==> src/hdl/cmp_pkg.sv <==
// Purpose: Constants and types for the CPU mode and memory protection block
// Assumes: Single clock, asynchronous active-high reset
// Notes: Address map, modes and control bit positions
// Functional notes
// - Firmware code kept apart from application code
// - Exchange only through small dedicated areas
// - RAM exchange window set by System Mode
// - Integrity function may access whole EEPROM
// - Other firmware confined to firmware EEPROM area
// - System Mode may move and edit table
// - User may edit table in writable segment
// - Table pointer resets to zero, segments off
// - Segmentation registers writable only in System Mode
// - Fixed partition has no configuration path
// - Security attribute writes need mode permission
// - Vector and special call change mode
// - Exception enters mode, return restores it
// - Permitted status register write changes mode
// - Temporary and permanent disable of four features
package cmp_pkg;
   typedef enum logic [2:0] {
      MODE_BOOT = 3'b000,
      MODE_TEST = 3'b001,
      MODE_FW = 3'b010,
      MODE_SYS = 3'b011,
      MODE_USER = 3'b100
   } cmp_mode_t;

   typedef enum logic [2:0] {
      REG_NONE = 3'b000,
      REG_SEG_BASE = 3'b001,
      REG_CSR = 3'b010,
      REG_XCH_BASE = 3'b011,
      REG_XCH_SIZE = 3'b100,
      REG_FEAT = 3'b101
   } cmp_reg_t;

   // Fixed partition bounds (16-bit space)
   localparam logic [15:0] ROM_FW_LO = 16'h0000;
   localparam logic [15:0] ROM_FW_HI = 16'h1fff;
   localparam logic [15:0] ROM_APP_LO = 16'h2000;
   localparam logic [15:0] ROM_APP_HI = 16'h7fff;
   localparam logic [15:0] EE_FW_LO = 16'h8000;
   localparam logic [15:0] EE_FW_HI = 16'h87ff;
   localparam logic [15:0] EE_APP_LO = 16'h8800;
   localparam logic [15:0] EE_APP_HI = 16'hbfff;
   localparam logic [15:0] RAM_FW_LO = 16'hc000;
   localparam logic [15:0] RAM_FW_HI = 16'hc3ff;
   localparam logic [15:0] RAM_APP_LO = 16'hc400;
   localparam logic [15:0] RAM_APP_HI = 16'hffff;

   localparam logic [15:0] SEG_BASE_RST = 16'h0000;
   localparam logic [15:0] XCH_BASE_RST = 16'h0000;
   localparam logic [15:0] XCH_SIZE_RST = 16'h0000;
   localparam logic [15:0] SYS_CALL_VEC = 16'h2000;
   localparam logic [15:0] FW_CALL_VEC = 16'h2004;
   localparam logic [15:0] SPECIAL_CALL_ADDR = 16'h2008;
   localparam logic [15:0] FW_ENTRY_ADDR = 16'h0000;

   localparam int CSR_MODE_LSB = 0;
   localparam int FEAT_EE_SIZE = 0;
   localparam int FEAT_CX_SIZE = 1;
   localparam int FEAT_CIPHER = 2;
   localparam int FEAT_BIGNUM = 3;
   localparam int FEAT_PERM_LSB = 4;
   localparam int STACK_DEPTH = 4;
   localparam int SEG_ENTRIES = 8;
   // Segment entry: [15:13] user rights rwx, [12:0] unused
   localparam int SEG_R_BIT = 15;
   localparam int SEG_W_BIT = 14;
   localparam int SEG_X_BIT = 13;
   localparam logic [3:0] FEAT_RST = 4'hf;
endpackage : cmp_pkg

==> src/hdl/cmp_access_check.sv <==
// Purpose: Combinational access decision for memory accesses
// Assumes: Mode and window values stable within the cycle
// Notes: Purely combinational, registered by the caller
`timescale 1ns/10ps
module cmp_access_check
   import cmp_pkg::*;
(
   input wire cmp_mode_t mode,
   input wire logic [15:0] addr,
   input wire logic wr,
   input wire logic fetch,
   input wire logic integrity_fn,
   input wire logic [15:0] xch_base,
   input wire logic [15:0] xch_size,
   input wire logic [2:0] user_rights,
   input wire logic seg_enabled,
   output logic allow
);
   function automatic logic in_rng(input logic [15:0] a, input logic [15:0] lo,
                                   input logic [15:0] hi);
      in_rng = (a >= lo) && (a <= hi);
   endfunction : in_rng

   logic rom_fw, rom_app, ee_fw, ee_app, ram_fw, ram_app, in_xch;
   logic [16:0] xch_end;

   always_comb begin
      rom_fw = in_rng(addr, ROM_FW_LO, ROM_FW_HI);
      rom_app = in_rng(addr, ROM_APP_LO, ROM_APP_HI);
      ee_fw = in_rng(addr, EE_FW_LO, EE_FW_HI);
      ee_app = in_rng(addr, EE_APP_LO, EE_APP_HI);
      ram_fw = in_rng(addr, RAM_FW_LO, RAM_FW_HI);
      ram_app = in_rng(addr, RAM_APP_LO, RAM_APP_HI);
      xch_end = {1'b0, xch_base} + {1'b0, xch_size};
      in_xch = ram_app && (addr >= xch_base) && ({1'b0, addr} < xch_end);
      allow = 1'b0;
      case (mode)
         MODE_BOOT, MODE_TEST: begin
            allow = !(wr && (rom_fw || rom_app));
         end
         MODE_FW: begin
            // Firmware partitioned from application memory
            if (rom_fw) begin
               allow = !wr;
            end else if (ee_app) begin
               allow = integrity_fn && !fetch;
            end else if (ee_fw) begin
               allow = 1'b1;
            end else if (ram_fw) begin
               allow = !fetch;
            end else if (in_xch) begin
               allow = !fetch;
            end else begin
               allow = 1'b0;
            end
         end
         MODE_SYS: begin
            if (rom_app) begin
               allow = !wr;
            end else begin
               allow = ee_app || ram_app;
            end
         end
         MODE_USER: begin
            // Rights from segment entry; table may sit in writable segment
            if (!seg_enabled) begin
               allow = 1'b0;
            end else if (rom_app || ee_app || ram_app) begin
               allow = (wr ? user_rights[1] : user_rights[2]) &&
                       (!fetch || user_rights[0]) && !(rom_app && wr);
            end else begin
               allow = 1'b0;
            end
         end
         default: begin
            allow = 1'b0;
         end
      endcase
   end
endmodule : cmp_access_check

==> src/hdl/cmp_mode_ctrl.sv <==
// Purpose: CPU mode tracking, special register protection, access gating
// Assumes: CPU presents one access per cycle with a valid strobe
// Notes: Outputs registered; grant follows the request by one edge
`timescale 1ns/10ps
module cmp_mode_ctrl
   import cmp_pkg::*;
(
   input wire logic ref_clk,
   input wire logic sys_rst,
   input wire logic mem_req,
   input wire logic [15:0] mem_addr,
   input wire logic mem_wr,
   input wire logic mem_fetch,
   input wire logic [15:0] mem_wdata,
   input wire logic integrity_fn,
   input wire logic [2:0] seg_rights,
   input wire logic sfr_req,
   input wire cmp_reg_t sfr_sel,
   input wire logic sfr_wr,
   input wire logic [15:0] sfr_wdata,
   input wire logic call_req,
   input wire logic [15:0] call_target,
   input wire logic long_call_instr,
   input wire logic absolute_call_instr,
   input wire logic extended_call_instr,
   input wire logic exc_req,
   input wire cmp_mode_t exc_mode,
   input wire logic return_from_interrupt_instr,
   output logic mem_grant,
   output logic mem_refuse,
   output logic [15:0] mem_wdata_out,
   output logic mem_we_out,
   output logic sfr_grant,
   output logic sfr_refuse,
   output logic [15:0] sfr_rdata,
   output cmp_mode_t cpu_mode,
   output logic [15:0] seg_table_base,
   output logic [15:0] xch_base,
   output logic [15:0] xch_size,
   output logic ee_size_limit_en,
   output logic cx_size_limit_en,
   output logic cipher_en,
   output logic bignum_en
);
   cmp_mode_t mode_reg, mode_next;
   cmp_mode_t ret_stack_reg [STACK_DEPTH];
   logic [1:0] sp_reg;
   logic [15:0] seg_base_reg, xch_base_reg, xch_size_reg;
   logic [3:0] feat_reg, perm_off_reg;
   logic mem_ok, sfr_ok, sfr_do_wr, seg_enabled;

   // ----------------------------------------
   // Memory access decision
   // ----------------------------------------
   assign seg_enabled = (seg_base_reg != SEG_BASE_RST);

   cmp_access_check u_chk (
      .mode(mode_reg),
      .addr(mem_addr),
      .wr(mem_wr),
      .fetch(mem_fetch),
      .integrity_fn(integrity_fn),
      .xch_base(xch_base_reg),
      .xch_size(xch_size_reg),
      .user_rights(seg_rights),
      .seg_enabled(seg_enabled),
      .allow(mem_ok)
   );

   // ----------------------------------------
   // Special register permission
   // ----------------------------------------
   function automatic logic sfr_allowed(input cmp_mode_t m, input cmp_reg_t r,
                                        input logic w);
      sfr_allowed = 1'b0;
      case (r)
         REG_SEG_BASE: sfr_allowed = (m == MODE_SYS);
         REG_CSR: sfr_allowed = (m == MODE_SYS) || (m == MODE_BOOT) ||
                                (m == MODE_TEST) || !w;
         REG_XCH_BASE, REG_XCH_SIZE: sfr_allowed = (m == MODE_SYS) || (!w && m == MODE_FW);
         REG_FEAT: sfr_allowed = (m == MODE_SYS) || (m == MODE_BOOT) || (m == MODE_TEST);
         default: sfr_allowed = 1'b0;
      endcase
   endfunction : sfr_allowed

   assign sfr_ok = sfr_allowed(mode_reg, sfr_sel, sfr_wr);
   assign sfr_do_wr = sfr_req && sfr_wr && sfr_ok;

   // ----------------------------------------
   // Mode transitions
   // ----------------------------------------
   always_comb begin
      mode_next = mode_reg;
      if (exc_req) begin
         mode_next = exc_mode;
      end else if (return_from_interrupt_instr && sp_reg != 2'h0) begin
         mode_next = ret_stack_reg[sp_reg - 2'h1];
      end else if (call_req && call_target == SYS_CALL_VEC) begin
         mode_next = MODE_SYS;
      end else if (call_req && call_target == FW_CALL_VEC) begin
         mode_next = MODE_FW;
      end else if (call_req && call_target == SPECIAL_CALL_ADDR &&
                   (long_call_instr || absolute_call_instr || extended_call_instr)) begin
         mode_next = MODE_FW;
      end else if (sfr_do_wr && sfr_sel == REG_CSR) begin
         case (sfr_wdata[CSR_MODE_LSB +: 3])
            3'h0: mode_next = MODE_BOOT;
            3'h1: mode_next = MODE_TEST;
            3'h2: mode_next = MODE_FW;
            3'h3: mode_next = MODE_SYS;
            3'h4: mode_next = MODE_USER;
            default: mode_next = mode_reg;
         endcase
      end
   end

   always_ff @(posedge ref_clk or posedge sys_rst) begin
      if (sys_rst) begin
         mode_reg <= MODE_BOOT;
      end else begin
         mode_reg <= mode_next;
      end
   end

   always_ff @(posedge ref_clk or posedge sys_rst) begin
      if (sys_rst) begin
         sp_reg <= 2'h0;
         for (int i = 0; i < STACK_DEPTH; i++) begin
            ret_stack_reg[i] <= MODE_BOOT;
         end
      end else if (exc_req) begin
         ret_stack_reg[sp_reg] <= mode_reg;
         if (sp_reg != 2'h3) begin
            sp_reg <= sp_reg + 2'h1;
         end
      end else if (return_from_interrupt_instr && sp_reg != 2'h0) begin
         sp_reg <= sp_reg - 2'h1;
      end
   end

   // ----------------------------------------
   // Configuration registers
   // ----------------------------------------
   always_ff @(posedge ref_clk or posedge sys_rst) begin
      if (sys_rst) begin
         seg_base_reg <= SEG_BASE_RST;
         xch_base_reg <= XCH_BASE_RST;
         xch_size_reg <= XCH_SIZE_RST;
      end else if (sfr_do_wr) begin
         if (sfr_sel == REG_SEG_BASE) begin
            seg_base_reg <= sfr_wdata;
         end else if (sfr_sel == REG_XCH_BASE) begin
            xch_base_reg <= sfr_wdata;
         end else if (sfr_sel == REG_XCH_SIZE) begin
            xch_size_reg <= sfr_wdata;
         end
      end
   end

   // Low nibble enables, high nibble sets sticky permanent disable
   always_ff @(posedge ref_clk or posedge sys_rst) begin
      if (sys_rst) begin
         feat_reg <= FEAT_RST;
         perm_off_reg <= 4'h0;
      end else if (sfr_do_wr && sfr_sel == REG_FEAT) begin
         feat_reg <= sfr_wdata[3:0];
         perm_off_reg <= perm_off_reg | sfr_wdata[FEAT_PERM_LSB +: 4];
      end
   end

   // ----------------------------------------
   // Registered outputs
   // ----------------------------------------
   always_ff @(posedge ref_clk or posedge sys_rst) begin
      if (sys_rst) begin
         mem_grant <= 1'b0;
         mem_refuse <= 1'b0;
         mem_we_out <= 1'b0;
         mem_wdata_out <= 16'h0000;
      end else begin
         mem_grant <= mem_req && mem_ok;
         mem_refuse <= mem_req && !mem_ok;
         mem_we_out <= mem_req && mem_wr && mem_ok;
         mem_wdata_out <= mem_wdata;
      end
   end

   always_ff @(posedge ref_clk or posedge sys_rst) begin
      if (sys_rst) begin
         sfr_grant <= 1'b0;
         sfr_refuse <= 1'b0;
         sfr_rdata <= 16'h0000;
      end else begin
         sfr_grant <= sfr_req && sfr_ok;
         sfr_refuse <= sfr_req && !sfr_ok;
         sfr_rdata <= 16'h0000;
         if (sfr_req && !sfr_wr && sfr_ok) begin
            if (sfr_sel == REG_SEG_BASE) begin
               sfr_rdata <= seg_base_reg;
            end else if (sfr_sel == REG_CSR) begin
               sfr_rdata <= {13'h0000, mode_reg};
            end else if (sfr_sel == REG_XCH_BASE) begin
               sfr_rdata <= xch_base_reg;
            end else if (sfr_sel == REG_XCH_SIZE) begin
               sfr_rdata <= xch_size_reg;
            end else if (sfr_sel == REG_FEAT) begin
               sfr_rdata <= {8'h00, perm_off_reg, feat_reg};
            end
         end
      end
   end

   always_ff @(posedge ref_clk or posedge sys_rst) begin
      if (sys_rst) begin
         cpu_mode <= MODE_BOOT;
         seg_table_base <= SEG_BASE_RST;
         xch_base <= XCH_BASE_RST;
         xch_size <= XCH_SIZE_RST;
         ee_size_limit_en <= 1'b0;
         cx_size_limit_en <= 1'b0;
         cipher_en <= 1'b0;
         bignum_en <= 1'b0;
      end else begin
         cpu_mode <= mode_reg;
         seg_table_base <= seg_base_reg;
         xch_base <= xch_base_reg;
         xch_size <= xch_size_reg;
         ee_size_limit_en <= feat_reg[FEAT_EE_SIZE] && !perm_off_reg[FEAT_EE_SIZE];
         cx_size_limit_en <= feat_reg[FEAT_CX_SIZE] && !perm_off_reg[FEAT_CX_SIZE];
         cipher_en <= feat_reg[FEAT_CIPHER] && !perm_off_reg[FEAT_CIPHER];
         bignum_en <= feat_reg[FEAT_BIGNUM] && !perm_off_reg[FEAT_BIGNUM];
      end
   end
endmodule : cmp_mode_ctrl

==> config.mk <==
export PLATFORM = sky130hd
export DESIGN_NAME = cmp_mode_ctrl
export DESIGN_NICKNAME = d
export VERILOG_FILES = /design/src/hdl/cmp_pkg.sv /design/src/hdl/cmp_access_check.sv /design/src/hdl/cmp_mode_ctrl.sv
export SDC_FILE = /design/constraint.sdc
export NUM_CORES = 1
export LEC_CHECK = 0
export BUFFER_PORTS_ARGS = -buffer_cell sky130_fd_sc_hd__buf_4
export CORE_MARGIN = 5
export CORE_UTILIZATION = 35
export CTS_CLUSTER_SIZE = 8
export DETAILED_ROUTE_END_ITERATION = 8
export HOLD_SLACK_MARGIN = 0.12
export PLACE_DENSITY_LB_ADDON = 0.05
export SLEW_MARGIN = 20
export SYNTH_ARGS = -nofsm -noshare
export SYNTH_HDL_FRONTEND = slang
export SYNTH_SLANG_ARGS = --single-unit
==> constraint.sdc <==
create_clock -name ref_clk -period 5.95 [get_ports ref_clk]
set_input_delay 0.8925 -clock ref_clk [delete_from_list [all_inputs] [get_ports ref_clk]]
set_output_delay 0.8925 -clock ref_clk [all_outputs]
set_load 0.1 [all_outputs]
==> key figures, run 1 <==
Synth
  • Compound-Gate Fraction of Synth Area: 11.01%
  • Top_reg_cell synth: dfrtp_1
  • Synth unique cells: 64
  • Simple-gate area share of the yosys netlist: under 10%
  • Post-Syn Instances: 614
  • Seq/Total Area, Yosys: 53.95%
  • Synth Warn #: 0
  • Synth Area in Adders: under 10%
  • Syn Area/Cell: about 12 µm²
  • Largest family of logic cells by synthesized area: multiplexers
  • Synthesized cell area: 7662 µm²
  • Post-Synth XOR/XNOR Area: 1.715%
  • Post-synthesis async set-or-reset flop share: 100.0%
  • #FFs+latches synth: 165
  • Post-synthesis mux area share: a little over an eighth
  • Post-synth EDFFs: 0
  • Mapped Nets: around 750

Routing
  • Via Count: between 5000 and 6000
  • Vias/cell: ~5.1
  • Starting DRT DRC Count: about 280
  • Total wire length: around 21000 µm
  • Residual DRC count: 0
  • Drt first pass iters: 4
  • Final ANT Viol Nets: 0
  • Wire per inst: 19.20 µm

Floorplanning
  • Total core area: approximately 22000 µm²
  • Die W: roughly 160 µm
  • Die Height: between 150 and 200 µm
  • Row count: 54
  • Initial Util: between 30% and 40%
  • # IOs: roughly 180
  • Die area: 24950 µm²

Global routing
  • Total congestion overflow: 0
  • First-pass GRT wire length: 33140 µm
  • Tot GR Track Use: between 10% and 20%
  • Initial antenna violation count: 0
  • Largest net degree at the start of global routing: around 110
  • Vias in the first global route: between 5000 and 6000

Worst setup path
  • Critical-path top delay cell: fa_1
  • Worst r2r src: xch_base_reg[0]
  • Slowest stage delay, CP: about 0.44 ns
  • Maximum fanout along the worst path: 5
  • Crit. Startpoint: xch_base_reg[0]
  • CP startpoint kind: flop
  • Arrival time worst endpoint: ~4.2 ns
  • Worst Path Class, Setup: flop to flop
  • Critical Path RT: 6.25 ns
  • Crit path capture type: flop
  • CP Cell Sequence: ha_1 > fa_1 > a211oi_1 > o21ai_0 > nand3b_1 > nand2_1 > a31oi_1 > xor2_1 > ha_1 > a21oi_1 > nor2b_1 > a2111oi_0 > a31oi_1 > a221o_1 > and3_1

CTS
  • Post-CTS setup buffers: 0
  • CTS root buffer: clkbuf_16
  • Gates resized, CTS repair: 0
  • Longest Clk Path Bufs: 2
  • Cts hold-fix bufs: 0
  • H-tree lvl count: 4
  • Sinks on Clock Net: around 170
  • CTS tree: yes
  • Worst-skew pair later-pin latency: ~0.42 ns
  • Total CTS buffers: 17
  • Clock Pin Slew Worst Setup and Hold Paths: around 0.070 ns

Cells and area
  • Layout Nets: 939
  • Fin cells: between 1000 and 1500
  • Area growth from synthesis to layout: 29.07%
  • Antenna fix cells: 0
  • Ratio of cells with drive above 1 in the final layout: ~38%

Timing
  • Fmax: approximately 260 MHz
  • Min Clock Period, post-route: around 3.9 ns
  • Final Hold Vio Count: 0
  • Worst-Margin Slew: 1.138 ns
  • RSZ-0062 raised after global routing: false
  • Hold_ws: ~0.44 ns
  • Final setup vio count: 0
  • Fin. max-slew vios: 0
  • Period utilization: about 66%
  • Clock skew: approximately 0.011 ns
  • Post-Route Setup TNS: 0 ns
  • Slew headroom: about 24%

Power and ir drop
  • Part of the power in combinational logic: between 40% and 50%
  • Clock power frac: between 20% and 30%
  • Sequential share of power: about a third
  • PD cells: roughly 470 nW/µm²
  • NetSw: around 2.1 mW
  • Switching Fraction: a little over two fifths
  • Static Leakage: 4.887 nW
  • Internal: ~2.6 mW
  • Max rail drop VDD: between 0.2 and 0.25 mV

Placed design
  • Post-detail-place hpwl: 15600 µm
  • Input/output buffers: 178
  • Gpl congestion: roughly 0.84
  • Placed insts: about 1100

Status
  • Outcome: completed

Flow run
  • Max-cap viol count: 0

Worst hold path
  • Type of the worst min-delay path: input pin to async pin
## cell type report
class	instances	area, µm²
timing repair buffer	183	1394
clock buffer	20	456.7
inverter	33	128.9
multi-input combinational	400	3308
sequential	165	4134
fill	2017	11800
clock inverter	12	117.6
tap	280	350.3
## critical path: cells and delay by family, from the launching register on
| family | cells | cell delay (ns) |
|---|---|---|
| AO/OA/AOI/OAI | 7 | 1.72 |
| adder cells (fa/ha/maj) | 3 | 0.94 |
| AND/OR/NAND/NOR | 4 | 0.51 |
| flip-flops | 1 | 0.43 |
| XOR/XNOR | 1 | 0.18 |
## cells by family (layout without fill, tap and decap cells)
logic type,after synthesis,in the layout
and+or+nand+nor,121,121
muxes,87,87
adders and majority gates,52,52
DFF,165,165
buffers and inverters,49,248
AOI/OAI and AO/OA,125,125
xor gates and xnor gates,15,15
## path summary, 6_finish.rpt
check	cells after the start	slack [ns]	endpoint
worst max-delay path	15	2.05	mem_refuse
worst min-delay path	2	0.44	mem_wdata_out[13]
worst max register to register	15	2.05	mem_refuse
worst min register to register	0	0.44	seg_table_base[11]
max in group asynchronous	4	4.04	xch_base_reg[10]
min in group ref_clk	0	0.44	seg_table_base[11]
## power by group through the flow
stage	combinational [mW]	sequential, mW	clock, mW
2_1_floorplan	0.754	2.37	0
3_3_place_gp	1.99	1.64	0
3_5_place_dp	2.01	1.65	0
4_1_cts	2.02	1.63	1.10
5_1_grt	2.15	1.67	1.14
6_report	2.00	1.63	1.07
## cells in the final DEF, fill, tap and decap left out, drive strengths merged, types with 3 or more instances in the layout
master    n
a211oi    5
a21o     11
a21oi    28
a22oi    17
a31oi     8
buf     183
clkbuf   20
clkinv    5
dfrtp   161
dfstp     4
ha       51
inv      38
mux2     78
mux2i     6
mux4      3
nand2    23
nand2b    7
nand3     5
nand4     4
nor2     40
nor2b     7
nor3     11
nor4      8
o211ai    4
o21a      7
o21ai    17
o21bai    4
o22a      3
o31ai     3
o41ai     4
xnor2     7
xor2      8
## synthesized netlist by cell type, drive strengths merged, types with 2 or more instances
cell    instances  area (µm²)
a211oi          5       37.54
a21o           11       82.58
a21oi          28       140.1
a221o           2       20.02
a22oi          17       127.6
a31oi           8       50.05
and3            2       12.51
buf             5       55.05
clkbuf         11       41.29
dfrtp         161        4029
dfstp           4       105.1
ha             51       638.1
inv            33       123.9
mux2           78       915.9
mux2i           6       60.06
mux4            3       67.56
nand2          23       93.84
nand2b          7       43.79
nand3           5       30.03
nand3b          2       15.01
nand4           4       25.02
nor2           40       150.1
nor2b           7       43.79
nor3           11       60.06
nor3b           2       20.02
nor4            8       50.05
nor4b           2       23.77
o211ai          4       30.03
o21a            7       52.55
o21ai          17       85.08
o21bai          4       30.03
o221ai          2       17.52
o22a            3       26.28
o31ai           3       22.52
o41ai           4       35.03
or4             2       15.01
xnor2           7       61.31
xor2            8       70.07
## metal layers
metal	vias to the layer above	routed length (µm)	track usage, %
li1	2606	-	-
met1	2733	9648	23.77
met2	170	9864	27.87
met3	12	1267	3.909
met4	0	208	4.265
met5	-	0	0
## per-stage QoR
stage	setup slack [ns]	utilization, %	power, mW	cell area, µm²
floorplan	0.6024	-	3.123	7662
global placement	2.099	42.82	3.635	9288
detailed placement	2.010	42.82	3.655	9288
CTS	2.050	45.47	4.746	9862
global route	1.731	45.60	4.961	9889
finish	2.047	45.60	4.695	9889
Note: power is estimated with default switching activity, not from simulation.
==> run 2: changes to the inputs <==
clock period = 3.75 ns   (was 5.95 ns; I/O delays follow)
==> key figures, run 2 (synthesis results as in run 1) <==
Floorplanning
  • Die area: 24950 µm²
  • Die Height: about 160 µm
  • # IOs: between 150 and 200
  • Total core area: 21690 µm²
  • Row count: 54
  • Die W: roughly 160 µm
  • Initial Util: about a third

Worst setup path
  • Slowest stage delay, CP: 0.44 ns
  • Crit path capture type: flop
  • Arrival time worst endpoint: 3.97 ns
  • Reg2reg end: mem_refuse
  • Worst r2r src: xch_size_reg[1]
  • Number of cells on the worst reg-to-reg path: 14
  • Critical Path RT: between 4 and 5 ns
  • CP Cell Sequence: ha_1 > a211oi_1 > o21a_2 > o311ai_2 > a31o_2 > a21oi_1 > xor2_1 > ha_1 > o21a_1 > o21a_1 > o221ai_1 > a31oi_1 > a221o_1 > and3_1
  • Crit. Startpoint: xch_size_reg[1]
  • Worst Path Class, Setup: flop to flop
  • Critical-path top delay cell: dfrtp_1
  • R2R setup slack: 0.09 ns
  • CP startpoint kind: flop
  • Maximum fanout along the worst path: 5

Routing
  • Drt first pass iters: 4
  • Residual DRC count: 0
  • Final ANT Viol Nets: 0
  • Starting DRT DRC Count: ~240
  • Vias/cell: roughly 5.1
  • Via Count: around 5600
  • Total wire length: between 20000 and 25000 µm
  • Wire per inst: between 15 and 20 µm

Power and ir drop
  • Clock power frac: a little under a quarter
  • Switching Fraction: between 40% and 50%
  • Max rail drop VDD: approximately 0.36 mV
  • PD cells: around 760 nW/µm²
  • NetSw: between 3 and 4 mW
  • Static Leakage: approximately 5.0 nW
  • Internal: 4.274 mW
  • Part of the power in combinational logic: 43.2%
  • Total Power: 7.632 mW
  • Sequential share of power: about a third

Timing
  • Min Clock Period, post-route: around 3.7 ns
  • Worst-Margin Slew: between 0.9 and 1 ns
  • Final setup vio count: 0
  • Period utilization: 97.55%
  • Hold_ws: about 0.24 ns
  • Fin. max-slew vios: 0
  • Final Hold Vio Count: 0
  • Slew headroom: 39.89%
  • Fmax: 273.4 MHz
  • Clock skew: between 0.009 and 0.01 ns
  • Worst Slack Setup Final: ~0.09 ns
  • Post-Route Setup TNS: 0 ns

CTS
  • H-tree lvl count: 4
  • Cts hold-fix bufs: 0
  • Worst-skew pair later-pin latency: roughly 0.43 ns
  • CTS root buffer: clkbuf_16
  • Total CTS buffers: 17
  • Longest Clk Path Bufs: 2
  • Clock Pin Slew Worst Setup and Hold Paths: approximately 0.070 ns
  • CTS tree: yes
  • Sinks on Clock Net: between 150 and 200

Cells and area
  • Layout Utilization: a little under half
  • Antenna fix cells: 0
  • Most frequent cells in the layout: buf_4, dfrtp_1, mux2_2, ha_1, nor2_1
  • Layout Nets: approximately 950
  • Finished Cell Area: between 10000 and 15000 µm²
  • Ratio of cells with drive above 1 in the final layout: about two fifths
  • Fin cells: 1105
  • Area growth from synthesis to layout: 31.39%
  • Reg area: 4134 µm²
  • Multi-input gate area: between 3000 and 4000 µm²
  • Most common library cell in the layout ignoring fill and taps: buf_4
  • Filler instances: approximately 2000

Flow run
  • Max-cap viol count: 0

Global routing
  • Total congestion overflow: 0
  • Largest net degree at the start of global routing: 166
  • Tot GR Track Use: 17.74%
  • First-pass GRT wire length: 33880 µm
  • Vias in the first global route: about 5900
  • Initial antenna violation count: 0

Worst hold path
  • Hold Path Depth: 1
  • Worst Hold Endpoint: mem_wdata_out[4]
  • Hold Crit Start: mem_wdata[4]
  • Type of the worst min-delay path: input pin to flop

Placed design
  • Pre-CTS WS: -0.1935 ns
  • Gpl congestion: approximately 0.90
  • Placed insts: around 1100
  • Post-detail-place hpwl: between 15000 and 20000 µm
  • Placed instance area: between 9000 and 10000 µm²
  • Input/output buffers: about 180

Status
  • Outcome: completed
## run 2: cell count changes in the layout (fill, tap and decap cells not counted), sizes merged
| cell | delta |
|---|---|
| clkbuf | -1 |
| clkinvlp | +1 |
| inv | -1 |
| bufinv | +1 |
| buf | +12 |
## run 2: timing repair
action                     CTS  global route
buffers inserted             0             2
pin swaps                    1            12
setup endpoints to repair    3             3
gates resized for setup      3            17
## run 2: cell type report
type | instances | share of cell area (%)
clock inverter | 13 | 1.454
timing repair buffer | 195 | 14.67
multi-input combinational | 400 | 33.67
tap | 280 | 3.480
clock buffer | 19 | 4.400
inverter | 33 | 1.268
sequential | 165 | 41.06
## run 2: worst max-delay path: cells and delay by family, from the launching register on
family / cells / cell delay, ns
fa+ha+maj: 2 / 0.59
compound gates: 10 / 2.15
flops: 1 / 0.44
xor+xnor: 1 / 0.17
simple gates: 1 / 0.19
## run 2: per-layer routing
| metal | share of wire, % | track usage [%] | up-vias |
|---|---|---|---|
| li1 | - | - | 2626 |
| met1 | 45 | 24.24 | 2773 |
| met2 | 47 | 28.15 | 173 |
| met3 | 6.5 | 4.429 | 21 |
| met4 | 1.5 | 5.199 | 0 |
| met5 | 0 | 0 | - |
## run 2: power groups by stage
stage	Clock, mW	Combinational (mW)	Sequential, mW
CTS	1.81	3.26	2.57
global placement	0	3.20	2.58
floorplan	0	1.20	3.76
detailed placement	0	3.25	2.60
finish	1.77	3.30	2.57
global route	1.88	3.52	2.63
## run 2: how the worst max path moves through the flow
stage	to	slack, ns	cells past startpoint
2_1_floorplan	mem_refuse	0.25	15
3_3_place_gp	mem_refuse	0.003	15
3_5_place_dp	mem_refuse	-0.19	15
4_1_cts	mem_refuse	0.001	15
5_1_grt	mem_refuse	-0.06	15
6_report	mem_refuse	0.09	14
==> run 3: changes to the inputs <==
ABC_AREA = 1   (was unset)
==> key figures, run 3 <==
Status
  • Outcome: completed

Placed design
  • Pre-CTS WS: approximately 0.38 ns
  • Post-detail-place hpwl: roughly 16000 µm
  • Gpl congestion: between 0.8 and 0.9
  • Input/output buffers: between 150 and 200

Global routing
  • First-pass GRT wire length: between 30000 and 40000 µm
  • Largest net degree at the start of global routing: slightly below 70
  • Total congestion overflow: 0
  • Initial antenna violation count: 0
  • Tot GR Track Use: between 10% and 20%
  • Vias in the first global route: about 6200

Synth
  • #FFs+latches synth: about 170
  • Post-synth EDFFs: 0
  • Synth top area cells: dfrtp_1, ha_1, nand2_1
  • Syn Area/Cell: 9.519 µm²
  • Top-count cell post-synth: dfrtp_1
  • Synth Warn #: 0
  • Synthesized cell area: approximately 7500 µm²
  • Post-synthesis async set-or-reset flop share: 100.0%
  • Post-synth top area share: roughly 54%
  • Post-Syn Instances: a little under 800
  • Synth unique cells: 41
  • Synth area leader: dfrtp_1
  • Seq/Total Area, Yosys: between 50% and 60%
  • List of most frequent post-synthesis cells: dfrtp_1, nand2_1, inv_1, nor2_1, o21ai_1
  • Mapped Nets: slightly above 900
  • Top_reg_cell synth: dfrtp_1

Cells and area
  • Ratio of cells with drive above 1 in the final layout: a little under a quarter
  • Most common library cell in the layout ignoring fill and taps: buf_4
  • Multi-input gate area: roughly 2900 µm²
  • Filler instances: ~2100
  • Layout Nets: 1111
  • Reg area: 4134 µm²
  • Antenna fix cells: 0
  • Most frequent cells in the layout: buf_4, dfrtp_1, nand2_1, inv_1, nor2_1
  • Area growth from synthesis to layout: 30.32%

Timing
  • Clock skew: 0.01533 ns
  • RSZ-0062 raised after global routing: false
  • Slew headroom: between 40 and 50%
  • Min Clock Period, post-route: roughly 3.3 ns
  • Period utilization: a little under 90%
  • Worst Slack Setup Final: around 0.47 ns
  • Final setup vio count: 0
  • Final Hold Vio Count: 0
  • Fin. max-slew vios: 0
  • Fmax: approximately 310 MHz
  • Worst-Margin Slew: about 0.76 ns
  • Post-Route Setup TNS: 0 ns

Routing
  • Total wire length: roughly 22000 µm
  • Final ANT Viol Nets: 0
  • Via Count: between 5000 and 6000
  • Vias/cell: around 4.7
  • Drt first pass iters: 4
  • Starting DRT DRC Count: about 340
  • Wire per inst: roughly 17 µm
  • Residual DRC count: 0

Worst setup path
  • Critical-path top delay cell: dfrtp_1
  • Largest delay share family, worst path: simple AND/OR/NAND/NOR gates
  • CP startpoint kind: flop
  • Cell mode on critical path: nand2_1
  • Critical Path RT: just over 4 ns
  • Arrival time worst endpoint: between 3 and 4 ns
  • Crit path capture type: flop
  • Maximum fanout along the worst path: 5
  • Slowest stage delay, CP: roughly 0.44 ns
  • WP buf/inv: 0
  • Worst Path Class, Setup: flop to flop

Power and ir drop
  • Max rail drop VDD: around 0.36 mV
  • Static Leakage: between 4 and 5 nW
  • PD cells: 727.8 nW/µm²

Floorplanning
  • Die W: between 150 and 200 µm
  • Total core area: approximately 21000 µm²
  • Initial Util: ~35%
  • Row count: 53
  • Die Height: 155.9 µm
  • Die area: between 20000 and 25000 µm²
  • # IOs: around 180

CTS
  • H-tree lvl count: 4
  • Total CTS buffers: 17
  • Gates resized, CTS repair: 0
  • Sinks on Clock Net: between 150 and 200
  • Worst-skew pair later-pin latency: around 0.43 ns
  • Post-CTS setup buffers: 0
  • Clock Pin Slew Worst Setup and Hold Paths: around 0.07 ns
  • CTS tree: yes
  • Longest Clk Path Bufs: 2
  • Cts hold-fix bufs: 0
  • CTS root buffer: clkbuf_16

Flow run
  • Max-cap viol count: 0

Worst hold path
  • Type of the worst min-delay path: input pin to async pin
run 3: cell count changes after synthesis, sizes merged, moves of 9 or more:
cell / change
a221oi: +12
a21o: -9
o21ai: +76
a22oi: -14
a21oi: +10
nand2: +139
inv: +57
mux2: -78
nor2: +29
nand3: +12
run 3: path summary, 6_finish.rpt:
check / start / end / slack (ns) / depth (start not counted)
max: xch_base_reg[0] / mem_refuse / 0.47 / 25
min: sys_rst / mem_wdata_out[6] / 0.17 / 2
max reg2reg: xch_base_reg[0] / mem_refuse / 0.47 / 25
min reg2reg: xch_size_reg[6] / xch_size[6] / 0.44 / 0
max in group asynchronous: sys_rst / feat_reg[2] / 2.78 / 3
min in group ref_clk: mem_wdata[1] / mem_wdata_out[1] / 0.23 / 1
run 3: through the flow:
stage | cell area, µm² | std cells | total power, mW | util [%] | hold slack, ns
after floorplan | 7457 | 783 | 4.616 | - | 0.3897
final | 9713 | 1260 | 7.069 | 46.21 | 0.1703
after detailed placement | 9143 | 1228 | 5.400 | 43.49 | 0.4167
after global placement | 9143 | 1228 | 5.396 | 43.49 | 0.4091
after CTS | 9713 | 1260 | 7.145 | 46.21 | 0.1738
after global routing | 9713 | 1260 | 7.508 | 46.21 | 0.1883
run 3: cell families (layout without fill, tap and decap cells):
family / after synthesis / count (layout) / synth area share [%]
buffers and inverters: 105 / 307 / 5.506
flip-flops: 165 / 165 / 55.46
XOR/XNOR: 15 / 15 / 1.763
AND/OR/NAND/NOR: 277 / 277 / 15.38
AO/OA/AOI/OAI: 169 / 169 / 13.06
adder cells (fa/ha/maj): 52 / 52 / 8.830
run 3: where the power goes:
group	total [mW]	switching [mW]	internal (mW)
sequential	2.48	0.315	2.16
combinational	2.87	2.09	0.781
clock	1.72	0.785	0.933
total	7.07	3.19	3.88
run 3: area by class of cell:
cell class / count / share of cell area (%)
multi-input combinational: 513 / 29.95
clock buffer: 18 / 4.418
tap: 275 / 3.542
clock inverter: 14 / 1.456
sequential: 165 / 42.56
timing repair buffer: 185 / 14.56
inverter: 90 / 3.517
run 3: layer usage:
| metal | part of all wire (%) | up-vias | GRT usage (%) |
|---|---|---|---|
| met1 | 45 | 2782 | 24.55 |
| met5 | 0 | - | 0 |
| met2 | 47 | 170 | 29.48 |
| met4 | 1.3 | 0 | 5.627 |
| met3 | 6.8 | 23 | 5.021 |
| li1 | - | 2990 | - |
